**config.mk**
```make
export PLATFORM = sky130hd
export DESIGN_NAME = rdi_rx_irq
export DESIGN_NICKNAME = d
export VERILOG_FILES = /design/src/verilog/rdi_pkg.sv /design/src/verilog/rdi_rx_irq.sv
export SDC_FILE = /design/constraint.sdc
export NUM_CORES = 1
export LEC_CHECK = 0
export BUFFER_PORTS_ARGS = -buffer_cell sky130_fd_sc_hd__clkbuf_2
export CAP_MARGIN = 15
export CORE_MARGIN = 8
export CORE_UTILIZATION = 50
export CTS_BUF_LIST = sky130_fd_sc_hd__clkbuf_16
export CTS_CLUSTER_DIAMETER = 100
export CTS_CLUSTER_SIZE = 20
export DETAILED_ROUTE_END_ITERATION = 8
export HOLD_SLACK_MARGIN = 0.1
export PLACE_DENSITY = 0.75
export SETUP_SLACK_MARGIN = 0.3
export SYNTH_ARGS = -nofsm -noshare
export SYNTH_HDL_FRONTEND = slang
export SYNTH_SLANG_ARGS = --single-unit
```
**constraint.sdc**
```tcl
create_clock -name i_clk_sys -period 5.8 [get_ports i_clk_sys]
set_input_delay 0.87 -clock i_clk_sys [delete_from_list [all_inputs] [get_ports i_clk_sys]]
set_output_delay 0.87 -clock i_clk_sys [all_outputs]
set_load 0.05 [all_outputs]
```
**src/verilog/rdi_pkg.sv**
```systemverilog
// Constants, field positions and carrier types for the receive alarm interrupt block.
// Assumes a single 50 MHz system clock and a synchronous active-low reset.
//----------------------------------------------------------------------
// Behaviour
// - Enable register holds eight read/write source enables
// - One enables a source, zero blocks it
// - Signal loss interrupts on declare and clear
// - Enabled event drives request pin low
// - Signal loss change sets status bit 6
// - Frame loss change sets status bit 1
// - Status flags mirror enables, clear on read
// - Config/status bit 6 shows live signal loss
// - Config/status bit 4 shows live frame loss
// - Bits 7,5 live, 3 reserved, 2..0 writable
// - Frame loss at 3/6 errors in 16 bits
// - Frame loss clears on multiframe search to in-frame
// - Frame loss interrupts on declare and clear
// - Send far-end failure while signal loss lasts
// - Signal loss from line input or zero run
// - Block-level receive enable also gates request pin
//----------------------------------------------------------------------
package rdi_pkg;

  // Register word indices (byte address is four times the index)
  localparam logic [7:0] RDI_IDX_BLK_EN = 8'h04;
  localparam logic [7:0] RDI_IDX_CFG_STAT = 8'h10;
  localparam logic [7:0] RDI_IDX_IRQ_EN = 8'h12;
  localparam logic [7:0] RDI_IDX_IRQ_STAT = 8'h13;
  localparam logic [7:0] RDI_IDX_LINE_CFG = 8'h00;

  // Source bit positions shared by enable and status
  localparam int RDI_BIT_CPERR = 7;
  localparam int RDI_BIT_LOSS = 6;
  localparam int RDI_BIT_AIS = 5;
  localparam int RDI_BIT_IDLE = 4;
  localparam int RDI_BIT_FAR_END_FAILURE = 3;
  localparam int RDI_BIT_AIC = 2;
  localparam int RDI_BIT_FRAME = 1;
  localparam int RDI_BIT_PERR = 0;

  // Config/status live bit positions
  localparam int RDI_CS_AIS = 7;
  localparam int RDI_CS_LOSS = 6;
  localparam int RDI_CS_IDLE = 5;
  localparam int RDI_CS_FRAME = 4;
  localparam logic [7:0] RDI_CS_WR_MASK = 8'h07;

  // Block enable and line config bit positions
  localparam int RDI_BLK_RX_EN = 7;
  localparam int RDI_LINE_INT_LOSS = 5;

  // Reset values
  localparam logic [7:0] RDI_RST_IRQ_EN = 8'h00;
  localparam logic [7:0] RDI_RST_CTRL = 8'h00;

  // Frame loss and signal loss criteria
  localparam int RDI_FBIT_WIN = 16;
  localparam int RDI_FERR_LO = 3;
  localparam int RDI_FERR_HI = 6;
  localparam int RDI_ZERO_RUN = 180;
  localparam int RDI_MARK_WIN = 180;
  localparam int RDI_MARK_MIN = 60;

  // Frame acquisition states
  typedef enum logic [1:0] {
    RDI_ST_FSEARCH,
    RDI_ST_MSEARCH,
    RDI_ST_INFRAME
  } rdi_frm_st_t;

  // Receive-side event inputs from the framer
  typedef struct packed {
    logic line_iface_loss_in; // Loss from line interface
    logic bit_valid; // One received bit period
    logic bit_mark; // Mark seen in that period
    logic fbit_valid; // Framing bit checked
    logic fbit_err; // Framing bit wrong
    logic fsync_found; // F-bit alignment found
    logic msync_found; // Multiframe alignment found
    logic alarm_signal_state; // Live alarm indication
    logic idle_pattern_state; // Live idle pattern
    logic far_end_failure_state; // Live far-end failure
    logic app_id_channel_chg; // Channel bit changed
    logic pbit_err; // Parity error pulse
    logic cpbit_err; // CP-bit error pulse
  } rdi_rx_ev_t;

endpackage

```
**src/verilog/rdi_rx_irq.sv**
```systemverilog
// Receive alarm interrupt block: signal loss, frame loss, status and request pin.
// Assumes an Avalon-MM master on the system clock and framer events synchronous to it.
//
// Register access over Avalon-MM was chosen for this implementation.
`timescale 1ns/1ps
module rdi_rx_irq (
  // Clock and reset
  input wire logic i_clk_sys,
  input wire logic i_nrst,
  // Avalon-MM slave
  input wire logic [9:0] i_avs_address,
  input wire logic i_avs_read,
  input wire logic i_avs_write,
  input wire logic [31:0] i_avs_writedata,
  input wire logic [3:0] i_avs_byteenable,
  output logic [31:0] o_avs_readdata,
  output logic o_avs_waitrequest,
  // Framer events
  input wire rdi_pkg::rdi_rx_ev_t i_rx_ev,
  // Outputs toward host and transmitter
  output logic o_irq_n,
  output logic o_far_end_failure_send,
  output logic o_signal_lost_state,
  output logic o_frame_lost_state
);
  import rdi_pkg::*;

  //--------------------------------------------------------------------
  // Helpers
  //--------------------------------------------------------------------
  // Count ones in a 16-bit window
  function automatic logic [4:0] rdi_ones16(input logic [15:0] v);
    logic [4:0] n;
    n = 5'h00;
    for (int k = 0; k < 16; k++) begin
      n = n + {4'h0, v[k]};
    end
    return n;
  endfunction

  //--------------------------------------------------------------------
  // Registers
  //--------------------------------------------------------------------
  logic [7:0] irq_en_r; // Source enables
  logic [7:0] irq_stat_r; // Latched flags
  logic [2:0] cs_ctrl_r; // Writable config bits
  logic blk_en_r; // Block receive enable
  logic int_loss_en_r; // Internal loss detect enable
  logic ack_r; // Bus answer pending
  logic wait_r; // Waitrequest, high unless answering
  logic [31:0] rdata_r; // Bus read data
  logic irq_n_r; // Request pin
  logic far_end_failure_r; // Far-end failure send

  //--------------------------------------------------------------------
  // Bus decode
  //--------------------------------------------------------------------
  wire [7:0] idx = i_avs_address[9:2]; // Word index
  wire req = (i_avs_read | i_avs_write) & ~ack_r; // New request
  wire wr_go = i_avs_write & ack_r; // Write commits at answer edge
  wire rd_go = i_avs_read & ~ack_r; // Read captured one cycle early
  wire wr_lo = wr_go & i_avs_byteenable[0]; // Low lane written
  wire [7:0] wd = i_avs_writedata[7:0];
  wire hit_cs = idx == RDI_IDX_CFG_STAT;
  wire hit_en = idx == RDI_IDX_IRQ_EN;
  wire hit_st = idx == RDI_IDX_IRQ_STAT;
  wire hit_blk = idx == RDI_IDX_BLK_EN;
  wire hit_line = idx == RDI_IDX_LINE_CFG;
  wire stat_rd = rd_go & hit_st; // Read clears status

  //--------------------------------------------------------------------
  // Signal loss detection
  //--------------------------------------------------------------------
  logic [7:0] zero_cnt_r; // Consecutive zero count
  logic [7:0] win_cnt_r; // Bit periods in mark window
  logic [7:0] mark_cnt_r; // Marks in window
  logic int_loss_r; // Internal loss state
  logic loss_r; // Combined loss state
  logic loss_d_r; // Loss previous cycle

  wire zero_hit = i_rx_ev.bit_valid & ~i_rx_ev.bit_mark &
                  (zero_cnt_r == 8'(RDI_ZERO_RUN - 1)); // Run completes
  wire win_end = i_rx_ev.bit_valid & (win_cnt_r == 8'(RDI_MARK_WIN - 1));
  wire [7:0] marks_now = mark_cnt_r + {7'h00, i_rx_ev.bit_mark};
  wire mark_ok = win_end & (marks_now >= 8'(RDI_MARK_MIN)); // Density met
  wire loss_nxt = i_rx_ev.line_iface_loss_in | (int_loss_en_r & int_loss_r);

  // Zero run and mark window counters
  always_ff @(posedge i_clk_sys) begin
    if (!i_nrst) begin
      zero_cnt_r <= 8'h00;
      win_cnt_r <= 8'h00;
      mark_cnt_r <= 8'h00;
      int_loss_r <= 1'b0;
    end else if (i_rx_ev.bit_valid) begin
      zero_cnt_r <= (i_rx_ev.bit_mark | zero_hit) ? 8'h00 : zero_cnt_r + 8'h01;
      win_cnt_r <= win_end ? 8'h00 : win_cnt_r + 8'h01;
      mark_cnt_r <= win_end ? 8'h00 : marks_now;
      if (zero_hit) begin
        int_loss_r <= 1'b1;
      end else if (mark_ok) begin
        int_loss_r <= 1'b0;
      end
    end
  end

  //--------------------------------------------------------------------
  // Frame loss detection and acquisition
  //--------------------------------------------------------------------
  logic [15:0] fhist_r; // Last 16 F-bit results
  rdi_frm_st_t frm_st_r; // Acquisition state
  rdi_frm_st_t frm_st_nxt;
  logic frame_loss_r; // Live frame loss
  logic frame_d_r; // Frame loss previous cycle

  wire [15:0] fhist_nxt = {fhist_r[14:0], i_rx_ev.fbit_err};
  wire [4:0] ferr_cnt = rdi_ones16(fhist_nxt);
  wire [4:0] ferr_lim = cs_ctrl_r[1] ? 5'(RDI_FERR_HI) : 5'(RDI_FERR_LO); // Sync select
  wire ferr_trip = i_rx_ev.fbit_valid & (ferr_cnt >= ferr_lim);
  wire to_inframe = (frm_st_r == RDI_ST_MSEARCH) & i_rx_ev.msync_found;

  // Next acquisition state
  always_comb begin
    frm_st_nxt = frm_st_r;
    unique case (frm_st_r)
      RDI_ST_FSEARCH: begin
        if (i_rx_ev.fsync_found) begin
          frm_st_nxt = RDI_ST_MSEARCH;
        end
      end
      RDI_ST_MSEARCH: begin
        if (i_rx_ev.msync_found) begin
          frm_st_nxt = RDI_ST_INFRAME;
        end
      end
      RDI_ST_INFRAME: begin
        if (ferr_trip) begin
          frm_st_nxt = RDI_ST_FSEARCH;
        end
      end
      // Unused code falls back to search
      default: begin
        frm_st_nxt = RDI_ST_FSEARCH;
      end
    endcase
  end

  // F-bit history, state and frame loss flag
  always_ff @(posedge i_clk_sys) begin
    if (!i_nrst) begin
      fhist_r <= 16'h0000;
      frm_st_r <= RDI_ST_FSEARCH;
      frame_loss_r <= 1'b1;
    end else begin
      if (i_rx_ev.fbit_valid) begin
        fhist_r <= (ferr_trip || frm_st_r != RDI_ST_INFRAME) ? 16'h0000 : fhist_nxt;
      end
      frm_st_r <= frm_st_nxt;
      if (frm_st_r == RDI_ST_INFRAME && ferr_trip) begin
        frame_loss_r <= 1'b1;
      end else if (to_inframe) begin
        frame_loss_r <= 1'b0;
      end
    end
  end

  //--------------------------------------------------------------------
  // Change detection and status flags
  //--------------------------------------------------------------------
  logic ais_d_r, idle_d_r, far_end_failure_d_r; // Previous live states
  wire [7:0] ev_vec; // Per-source events
  assign ev_vec[RDI_BIT_CPERR] = i_rx_ev.cpbit_err;
  assign ev_vec[RDI_BIT_LOSS] = loss_r ^ loss_d_r;
  assign ev_vec[RDI_BIT_AIS] = i_rx_ev.alarm_signal_state ^ ais_d_r;
  assign ev_vec[RDI_BIT_IDLE] = i_rx_ev.idle_pattern_state ^ idle_d_r;
  assign ev_vec[RDI_BIT_FAR_END_FAILURE] = i_rx_ev.far_end_failure_state ^ far_end_failure_d_r;
  assign ev_vec[RDI_BIT_AIC] = i_rx_ev.app_id_channel_chg;
  assign ev_vec[RDI_BIT_FRAME] = frame_loss_r ^ frame_d_r;
  assign ev_vec[RDI_BIT_PERR] = i_rx_ev.pbit_err;
  wire [7:0] set_vec = ev_vec & irq_en_r;
  // Set wins over read clear
  wire [7:0] stat_nxt = (stat_rd ? 8'h00 : irq_stat_r) | set_vec;
  wire irq_pend = blk_en_r & (|(stat_nxt & irq_en_r));

  // Live state tracking and flags
  always_ff @(posedge i_clk_sys) begin
    if (!i_nrst) begin
      loss_r <= 1'b0;
      loss_d_r <= 1'b0;
      frame_d_r <= 1'b1;
      ais_d_r <= 1'b0;
      idle_d_r <= 1'b0;
      far_end_failure_d_r <= 1'b0;
      irq_stat_r <= 8'h00;
      irq_n_r <= 1'b1;
      far_end_failure_r <= 1'b0;
    end else begin
      loss_r <= loss_nxt;
      loss_d_r <= loss_r;
      frame_d_r <= frame_loss_r;
      ais_d_r <= i_rx_ev.alarm_signal_state;
      idle_d_r <= i_rx_ev.idle_pattern_state;
      far_end_failure_d_r <= i_rx_ev.far_end_failure_state;
      irq_stat_r <= stat_nxt;
      irq_n_r <= ~irq_pend;
      far_end_failure_r <= loss_r;
    end
  end

  //--------------------------------------------------------------------
  // Register file and bus answer
  //--------------------------------------------------------------------
  wire [7:0] cs_val = {i_rx_ev.alarm_signal_state, loss_r, i_rx_ev.idle_pattern_state,
                       frame_loss_r, 1'b0, cs_ctrl_r};
  wire [7:0] rd_mux = hit_cs ? cs_val :
                      hit_en ? irq_en_r :
                      hit_st ? irq_stat_r :
                      hit_blk ? {blk_en_r, 7'h00} :
                      hit_line ? {2'b00, int_loss_en_r, 5'h00} : 8'h00;

  // Writes, read capture and waitrequest
  always_ff @(posedge i_clk_sys) begin
    if (!i_nrst) begin
      irq_en_r <= RDI_RST_IRQ_EN;
      cs_ctrl_r <= RDI_RST_CTRL[2:0];
      blk_en_r <= 1'b0;
      int_loss_en_r <= 1'b0;
      ack_r <= 1'b0;
      wait_r <= 1'b1;
      rdata_r <= 32'h00000000;
    end else begin
      ack_r <= req;
      wait_r <= ~req; // Low for the answer cycle only
      if (rd_go) begin
        rdata_r <= {24'h000000, rd_mux};
      end
      if (wr_lo && hit_en) begin
        irq_en_r <= wd;
      end
      if (wr_lo && hit_cs) begin
        cs_ctrl_r <= wd[2:0] & RDI_CS_WR_MASK[2:0];
      end
      if (wr_lo && hit_blk) begin
        blk_en_r <= wd[RDI_BLK_RX_EN];
      end
      if (wr_lo && hit_line) begin
        int_loss_en_r <= wd[RDI_LINE_INT_LOSS];
      end
    end
  end

  //--------------------------------------------------------------------
  // Outputs
  //--------------------------------------------------------------------
  assign o_avs_readdata = rdata_r;
  assign o_avs_waitrequest = wait_r;
  assign o_irq_n = irq_n_r;
  assign o_far_end_failure_send = far_end_failure_r;
  assign o_signal_lost_state = loss_r;
  assign o_frame_lost_state = frame_loss_r;

endmodule

```
==> impl_results.md, run 1 <==
- RSZ-0062 raised after global routing: false
- Initial antenna violation count: 0
- Setup bufs post-CTS: 0
- Async S/R FF share, synth: 0%
- 1st-iter DRT viols: 176
- Routed Antenna Nets: 0
- CTS sink count: 81
- Netlist area before placement: 0.004257 mm2
- Placed insts: 604
- WS Path Type: in -> reg
- Fill cells: 725
- Final core occ: 58.63%
- CORE AREA: 0.008217 mm2
- Synth Flop Type: dfxtp_1
- Max-cap violations: 0
- Slew @ Worst Pin: 1073 ps
- Die Ht: 108.3 um
- Leading area contributor after synthesis: dfxtp_1
- Hold crit path type: reg -> reg
- First-pass GRT wire length: 14.57 mm
- CTS tree: built
- Final hold vios: 0
- Drt via density: 5.276
- PwrDens: 281.6 mW/mm2
- Highest Clock Rate: 205.7 MHz
- Initial Util: 51.80%
- DRC Markers: 0
- Per-cell routed wire length: 14.11 um
- Mean Syn Cell Area: 9.076 um2
- Hold WS: 429.3 ps
- Largest net degree at the start of global routing: 69
- Max IR drop VDD: 154.5 uV
- Slew margin rel.: 28.46%
- Clock transition at path regs: 60 ps
- Total CTS buffers: 9
- Most frequent cell after synthesis: dfxtp_1
- Chip Width: 108.3 um
- Die area: 0.01172 mm2
- CP max FO: 15
- GR Overflow Total: 0
- Clock buffer depth: 2
- Post-cts resize count: 0
- Final setup fails: 0
- Sequential area share after synthesis: 38.10%
- Final net count: 594
- Syn Inst Count: 469
- Status: complete, no violations
- Antenna cells: 0
- Setup tns final: 0 ps
- Yosys reg bits: 81
- Ports: 100
- Worst clock skew: 6.878 ps
- CTS Hold Bufs: 0
- H-tree depth: 3
- Routed WL: 8.733 mm
- Post-synth EDFFs: 0
- Ys Warns: 0
- LEAKAGE: 1.943 nW
- Data required, critical path: 6060 ps
- CP endpoint kind: register
- Synth area leaders: dfxtp_1, nor2b_1, fa_1, buf_4, nand2_1
- WP data arrival: 5120 ps
- FP Rows: 33
- Layout cell share with drive strength beyond 1: 14.40%
- Global router's overall resource usage: 15.15%
- Total number of vias: 3,266
- Non-filler cells, final: 619
- Skew-Pair Late Insertion Delay: 330 ps
- Post-detail-place hpwl: 6.488 mm
- Post-synth top cells: dfxtp_1, nand2_1, nor2b_1
- Synth cell types: 52
- Max-slew violation count: 0
- Port Buffers: 46
- Nature of the critical path startpoint: input port
- Min Tclk post-route: 4863 ps
- Vias in the first global route: 3,141
- GPL Wtd Cong: 0.8420
- Root Driver: clkbuf_16
- Share of the synthesized area in the top cell type: 38.10%
- Area Overhead vs Synth: 13.17%
- Drt pass-1 iters: 4
- Final period util: 83.84%
[worst paths after layout]
path                                          startpoint  depth (start not counted)                       end  slack, ps
worst max register to register   fhist_r[4]$_SDFFE_PN0P_                         15  fhist_r[13]$_SDFFE_PN0P_       1180
worst max-delay path                          i_rx_ev[8]                         16  fhist_r[13]$_SDFFE_PN0P_        940
worst min register to register  frm_st_r[1]$_SDFFE_PN0P_                          1  frm_st_r[0]$_SDFFE_PN0P_        430
worst min-delay path            frm_st_r[1]$_SDFFE_PN0P_                          1  frm_st_r[0]$_SDFFE_PN0P_        430
[registers in the layout, summed over array words and instances (netlist names), 2 cells and up]
register and flops:
cs_ctrl_r 3, fhist_r 15, frm_st_r 2, irq_en_r 8, irq_stat_r 8, mark_cnt_r 8
o_avs_readdata 8, win_cnt_r 8, zero_cnt_r 8
[logic make-up (layout without fill, tap and decap cells)]
logic type,after synthesis,after routing,share of synthesized area (%)
buffers and inverters,71,93,8.671
and+or+nand+nor,171,171,22.31
AOI/OAI and AO/OA,81,81,13.20
adders and majority gates,21,21,7.936
DFF,81,81,38.10
xor gates and xnor gates,20,20,4.115
muxes,23,23,5.585
other,1,24,0.08810
[routing by layer]
| metal | GRT usage (%) | vias to the layer above | share of wire [%] | wire [um] |
|---|---|---|---|---|
| li1 | - | 1637 | - | - |
| met1 | 17.75 | 1553 | 43 | 3737 |
| met2 | 26.63 | 68 | 50 | 4378 |
| met3 | 3.391 | 8 | 6.1 | 534 |
| met4 | 5.181 | 0 | 0.95 | 83 |
| met5 | 0 | - | 0 | 0 |
[worst max-delay path, cell delays in order]
cell and delay (ps):
clkbuf_2 90, inv_1 50, fa_1 570, fa_1 450
fa_1 500, fa_1 490, inv_1 40, ha_1 210
fa_1 430, xor2_1 190, ha_1 270, a311o_1 290
a211oi_2 190, buf_4 230, a22oi_1 90, nor2b_1 150
[where the power goes]
part	internal (W)	leakage [nW]	switching [W]	total [W]
clock	0.000461	0.177	0.000218	0.000679
combinational	0.0000287	1.11	0.0000790	0.000108
sequential	0.000564	0.656	0.00000615	0.000570
total	0.00105	1.94	0.000303	0.00136
[final cells by class]
type,count,area (um2),share of cell area (%)
multi-input cells,340,2352,48.83
flip-flops and latches,81,1622,33.66
repair buffers,47,237.7,4.935
clock buffers,9,225.2,4.675
clock inverters,6,132.6,2.753
well taps,105,131.4,2.727
inverters,31,116.4,2.416
[layout by cell type (no fill, tap or decap), types with 2 or more instances in the layout]
cell type | Yosys | layout
a21o_1 | 2 | 2
nor2b_1 | 33 | 33
clkbuf_16 | 0 | 9
nand4_1 | 11 | 11
xor2_1 | 13 | 13
o21ai_0 | 21 | 21
bufinv_16 | 0 | 4
inv_1 | 31 | 32
o22ai_1 | 2 | 2
nand2_1 | 48 | 48
xnor2_1 | 7 | 7
a21boi_0 | 18 | 18
nor3_1 | 6 | 6
ha_1 | 11 | 11
a22oi_1 | 20 | 20
a21oi_1 | 4 | 4
nor3b_1 | 2 | 2
o211ai_1 | 4 | 4
dfxtp_1 | 81 | 81
mux2i_1 | 17 | 17
nand3_1 | 8 | 8
and2_1 | 10 | 10
o2bb2ai_1 | 2 | 2
conb_1 | 1 | 24
nand4b_1 | 3 | 3
nand2b_1 | 5 | 5
clkbuf_2 | 0 | 46
fa_1 | 10 | 10
mux2_2 | 6 | 6
nor2_1 | 26 | 26
or3_1 | 3 | 3
and3_1 | 5 | 5
[through the flow]
step / power (W) / area [um2] / worst slack (ps)
after CTS: 0.001369 / 4817 / 929.3
after detailed placement: 0.0006900 / 4459 / 626.1
after global routing: 0.001399 / 4817 / 741.3
after global placement: 0.0006880 / 4459 / 717.8
final: 0.001357 / 4817 / 937.5
after floorplan: 0.0006747 / 4343 / 820.9
Power figures use the tool's default switching activity.
==> run 2: changes to the inputs <==
==> constraint.sdc (replaced) <==
create_clock -name i_clk_sys -period 4.8 [get_ports i_clk_sys]
set_input_delay 0.72 -clock i_clk_sys [delete_from_list [all_inputs] [get_ports i_clk_sys]]
set_output_delay 0.72 -clock i_clk_sys [all_outputs]
set_load 0.05 [all_outputs]
==> run 2 against run 1 <==
Effect of this change:
- wire length rose by 4.3%
- critical path type unchanged
- critical endpoint is now fhist_r[9]$_SDFFE_PN0P_
- utilization rose by 0.41 points
- global-route usage rose by 0.20 points
- cell count rose by 0.97%
- flip-flop and latch count did not move
==> impl_results.md, run 2 (same netlist as run 1, synthesis figures left out) <==
- Status: complete, no violations
- Final hold vios: 0
- Post-detail-place hpwl: 6.547 mm
- Layout cell share with drive strength beyond 1: 17.88%
- PwrDens: 310.2 mW/mm2
- Area Overhead vs Synth: 13.96%
- Initial antenna violation count: 0
- Hold endpoint: frm_st_r[0]$_SDFFE_PN0P_
- Slew @ Worst Pin: 606.2 ps
- Port Buffers: 46
- Initial Util: 51.80%
- Total CTS buffers: 9
- WP data arrival: 4860 ps
- Placed insts: 606
- Worst clock skew: 6.261 ps
- CTS Hold Bufs: 0
- RSZ-0062 raised after global routing: true
- Slew margin rel.: 59.45%
- LEAKAGE: 1.943 nW
- GPL Wtd Cong: 0.8128
- Most used cells in the layout excluding fill and tap cells: dfxtp_1, nand2_1, clkbuf_2
- Final setup margin: 196.0 ps
- Max-slew violation count: 0
- Max FFs per register: 15
- Drt via density: 5.248
- DRC Markers: 0
- CORE AREA: 0.008217 mm2
- Final setup fails: 0
- Data required, critical path: 5060 ps
- Highest Clock Rate: 217.2 MHz
- Die area: 0.01172 mm2
- Global router's overall resource usage: 15.35%
- Vias in the first global route: 3,201
- Antenna cells: 0
- Clock buffer depth: 2
- Drt pass-1 iters: 4
- CP endpoint kind: register
- Die Ht: 108.3 um
- Ports: 100
- Clock transition at path regs: 60 ps
- Max IR drop VDD: 225.7 uV
- DP Worst Slack: -128.0 ps
- CTS sink count: 81
- Per-cell routed wire length: 14.58 um
- Max-cap violations: 0
- Most common cell after layout, fill and taps aside: dfxtp_1
- H-tree depth: 3
- Routed WL: 9.110 mm
- Skew-Pair Late Insertion Delay: 330 ps
- Hold path cells: 1
- Non-filler cells, final: 625
- Root Driver: clkbuf_16
- Reg2reg start: fhist_r[2]$_SDFFE_PN0P_
- CTS tree: built
- Final net count: 599
- First-pass GRT wire length: 14.69 mm
- Total number of vias: 3,280
- Routed Antenna Nets: 0
- 1st-iter DRT viols: 145
- Final period util: 95.92%
- R2R cell count: 15
- Min Tclk post-route: 4604 ps
- Hold crit path type: reg -> reg
- FP Rows: 33
- GR Overflow Total: 0
- Hold wc startpoint: frm_st_r[1]$_SDFFE_PN0P_
- Biggest register: fhist_r
- Nature of the critical path startpoint: input port
- Chip Width: 108.3 um
- CP max FO: 5
- Largest net degree at the start of global routing: 69
- Fill cells: 714
- R2R Path End: fhist_r[9]$_SDFFE_PN0P_
- CP startpoint: i_rx_ev[8]
- Reg2Reg Setup Slack: 240 ps
- WS Path Type: in -> reg
## run 2: cell types whose count changed in the layout (fill, tap and decap cells not counted), sizes merged
cell and change:
clkbuf -1, bufinv -3, clkinvlp +1, clkinv +3, buf +6
## run 2: worst max path at each step
stage                                          end
after floorplan           fhist_r[11]$_SDFFE_PN0P_
final                      fhist_r[9]$_SDFFE_PN0P_
after global placement    fhist_r[13]$_SDFFE_PN0P_
after global routing       fhist_r[4]$_SDFFE_PN0P_
after CTS                 fhist_r[14]$_SDFFE_PN0P_
after detailed placement  fhist_r[10]$_SDFFE_PN0P_
## run 2: stage by stage
| stage | TNS (ps) | power (W) | utilization, % | instance area, um2 | hold WS [ps] |
|---|---|---|---|---|---|
| after detailed placement | -1227 | 0.0008357 | 54.61 | 4487 | 422.5 |
| final | 0 | 0.001505 | 59.04 | 4851 | 438.6 |
| after global placement | -382.0 | 0.0008325 | 54.61 | 4487 | 418.8 |
| after floorplan | 0 | 0.0008155 | - | 4358 | 393.8 |
| after CTS | 0 | 0.001516 | 58.28 | 4788 | 431.5 |
| after global routing | 0 | 0.001552 | 59.04 | 4851 | 452.9 |
## run 2: layer usage
layer	track usage, %	routed length (um)	share of wire [%]
met1	18.40	4033	44
met2	26.16	4515	50
met3	3.153	490	5.4
met4	6.452	70	0.77
met5	0	0	0
## run 2: what timing repair did
action	CTS	global route
buffers inserted	0	2
gates resized for setup	1	18
pin swaps	0	5
gates cloned	0	1
endpoints found under the setup margin	11	16
## run 2: power by group
| group | total [W] | switching [W] | internal, W |
|---|---|---|---|
| Sequential | 0.000689 | 0.00000757 | 0.000681 |
| Combinational | 0.000135 | 0.0000981 | 0.0000372 |
| Clock | 0.000681 | 0.000278 | 0.000403 |
## run 2: cell type report
cell class,instances,area (um2),area share (%)
Clock buffer,9,225.2,4.643
Clock inverter,7,72.57,1.496
Inverter,31,123.9,2.554
Multi-Input combinational cell,340,2380,49.06
Sequential cell,81,1629,33.58
Tap cell,105,131.4,2.708
Timing Repair Buffer,52,289.0,5.958
## run 2: worst max-delay path, cell delays in order
cell,delay (ps)
buf_8,90
inv_8,20
fa_1,480
fa_1,520
fa_1,450
fa_1,520
inv_2,50
ha_4,160
fa_2,370
xor2_1,170
ha_1,280
a311o_1,370
a211oi_4,250
buf_4,200
a22oi_1,70
nor2b_1,150
==> run 3: changes to the inputs <==
--- a/config.mk
+++ b/config.mk
@@ -8,13 +8,13 @@
 export BUFFER_PORTS_ARGS = -buffer_cell sky130_fd_sc_hd__clkbuf_2
 export CAP_MARGIN = 15
 export CORE_MARGIN = 8
-export CORE_UTILIZATION = 50
+export CORE_UTILIZATION = 51
 export CTS_BUF_LIST = sky130_fd_sc_hd__clkbuf_16
 export CTS_CLUSTER_DIAMETER = 100
 export CTS_CLUSTER_SIZE = 20
 export DETAILED_ROUTE_END_ITERATION = 8
 export HOLD_SLACK_MARGIN = 0.1
-export PLACE_DENSITY = 0.75
+export PLACE_DENSITY = 0.76
 export SETUP_SLACK_MARGIN = 0.3
 export SYNTH_ARGS = -nofsm -noshare
 export SYNTH_HDL_FRONTEND = slang
==> run 3 against run 2 <==
Effect of this change:
- worst setup slack worse by 110 ps
- clock skew is 1.8 ps lower
- combinational power is essentially flat
- via count grew 1.7%
- register-to-register slack lost 130 ps
- clock-buffer cell count unchanged
- non-clock buffer count decreased by 1
- utilization increased by 1.1 points
- sequential power about the same
- die area down 1.7%
- critical endpoint is now fhist_r[10]$_SDFFE_PN0P_
==> impl_results.md, run 3 (same netlist as run 1, synthesis figures left out) <==
- Cell area after layout: 0.004888 mm2
- Highest Clock Rate: 212.2 MHz
- LEAKAGE: 1.966 nW
- CTS tree: built
- 1st-iter DRT viols: 159
- Global router's overall resource usage: 16.60%
- Root Driver: clkbuf_16
- Routed Antenna Nets: 0
- Final core occ: 60.10%
- Chip Width: 107.4 um
- Final period util: 98.20%
- Most used cells in the layout excluding fill and tap cells: dfxtp_1, nand2_1, clkbuf_2
- Drt pass-1 iters: 5
- Cell repeated most along the worst path: fa_1
- Vias in the first global route: 3,344
- Hold crit path type: reg -> reg
- Clock transition at path regs: 60 ps
- Die area: 0.01153 mm2
- CP max FO: 8
- Per-cell routed wire length: 15.02 um
- Antenna cells: 0
- Max IR drop VDD: 183.1 uV
- Slew margin rel.: 31.48%
- Total CTS buffers: 9
- Status: complete, no violations
- WP data arrival: 4950 ps
- Non-filler cells, final: 624
- RSZ-0062 raised after global routing: true
- Final net count: 598
- Ports: 100
- Slowest-stage cell, CP: fa_1
- Placed insts: 604
- DRC Markers: 0
- Worst Path Buf+Inv: 4
- Area Overhead vs Synth: 14.84%
- Most common cell after layout, fill and taps aside: dfxtp_1
- Data required, critical path: 5040 ps
- First-pass GRT wire length: 15.65 mm
- CP cell instances: clkbuf_16, inv_8, fa_1, fa_1, fa_1, fa_1, inv_2, ha_4, fa_2, xor2_1, ha_1, a311o_1, a211oi_2, buf_6, a22oi_1, nor2b_1
- Clock buffer depth: 2
- Worst clock skew: 4.502 ps
- Layout cell share with drive strength beyond 1: 16.76%
- FP Rows: 33
- GR Overflow Total: 0
- Final hold vios: 0
- Max incr delay on CP: 550 ps
- Biggest register: fhist_r
- Initial antenna violation count: 0
- Total number of vias: 3,335
- Routed WL: 9.370 mm
- Drt via density: 5.345
- Final setup fails: 0
- GPL Wtd Cong: 0.8567
- WS Path Type: in -> reg
- Max-cap violations: 0
- Post-detail-place hpwl: 6.440 mm
- Placed Instance Area: 0.004472 mm2
- Initial Util: 52.33%
- Skew-Pair Late Insertion Delay: 320 ps
- Max-slew violation count: 0
- CORE AREA: 0.008134 mm2
- Slew @ Worst Pin: 1028 ps
- Nature of the critical path startpoint: input port
- CP endpoint kind: register
- CTS Hold Bufs: 0
- Cell family with most CP delay: adder cells
- Max FFs per register: 15
- Port Buffers: 46
- PwrDens: 326.0 mW/mm2
- CTS sink count: 81
- H-tree depth: 3
- Die Ht: 107.4 um
- Min Tclk post-route: 4713 ps
- Largest net degree at the start of global routing: 69
## run 3: where the power goes
| part | internal, W | switching (W) |
|---|---|---|
| Clock | 0.000505 | 0.000265 |
| Combinational | 0.0000377 | 0.0000975 |
| Sequential | 0.000682 | 0.00000800 |
## run 3: metal layers
layer	global-route usage (%)	vias up	wire length (um)
met5	0	-	0
met4	8.722	0	369
met3	4.671	30	580
met2	28.68	93	4732
met1	18.12	1577	3687
li1	-	1635	-
## run 3: final timing paths
check                               start                        to  slack, ps  cells after the start
hold / removal      blk_en_r$_SDFFE_PN0P_        o_irq_n$_SDFF_PN1_        460                      1
setup reg to reg  fhist_r[6]$_SDFFE_PN0P_  fhist_r[10]$_SDFFE_PN0P_        110                     15
setup / recovery               i_rx_ev[8]  fhist_r[10]$_SDFFE_PN0P_         90                     16
hold reg to reg     blk_en_r$_SDFFE_PN0P_        o_irq_n$_SDFF_PN1_        460                      1
## run 3: area by class of cell
class	instances	area, um2
clock buffers	9	225.2
clock inverters	7	110.1
fillers	697	3246
inverters	31	123.9
multi-input cells	340	2376
flip-flops and latches	81	1627
well taps	105	131.4
repair buffers	51	295.3
## run 3: per-stage QoR
step | power [W] | setup slack (ps) | hold slack, ps | setup TNS [ps]
2_1_floorplan | 0.0008155 | 171.4 | 393.8 | 0
3_3_place_gp | 0.0008314 | -5.096 | 427.4 | -16.14
3_5_place_dp | 0.0008344 | -89.41 | 426.8 | -1013
4_1_cts | 0.001604 | 192.9 | 455.6 | 0
5_1_grt | 0.001645 | 7.853 | 483.1 | 0
6_report | 0.001594 | 86.53 | 455.3 | 0
## run 3: repair_timing
item	4_1_cts	5_1_grt
setup endpoints to repair	15	17
endpoints found under the hold margin	0	0
pin swaps	1	5
gates resized for setup	10	4
gates cloned	1	0
setup buffers	2	1
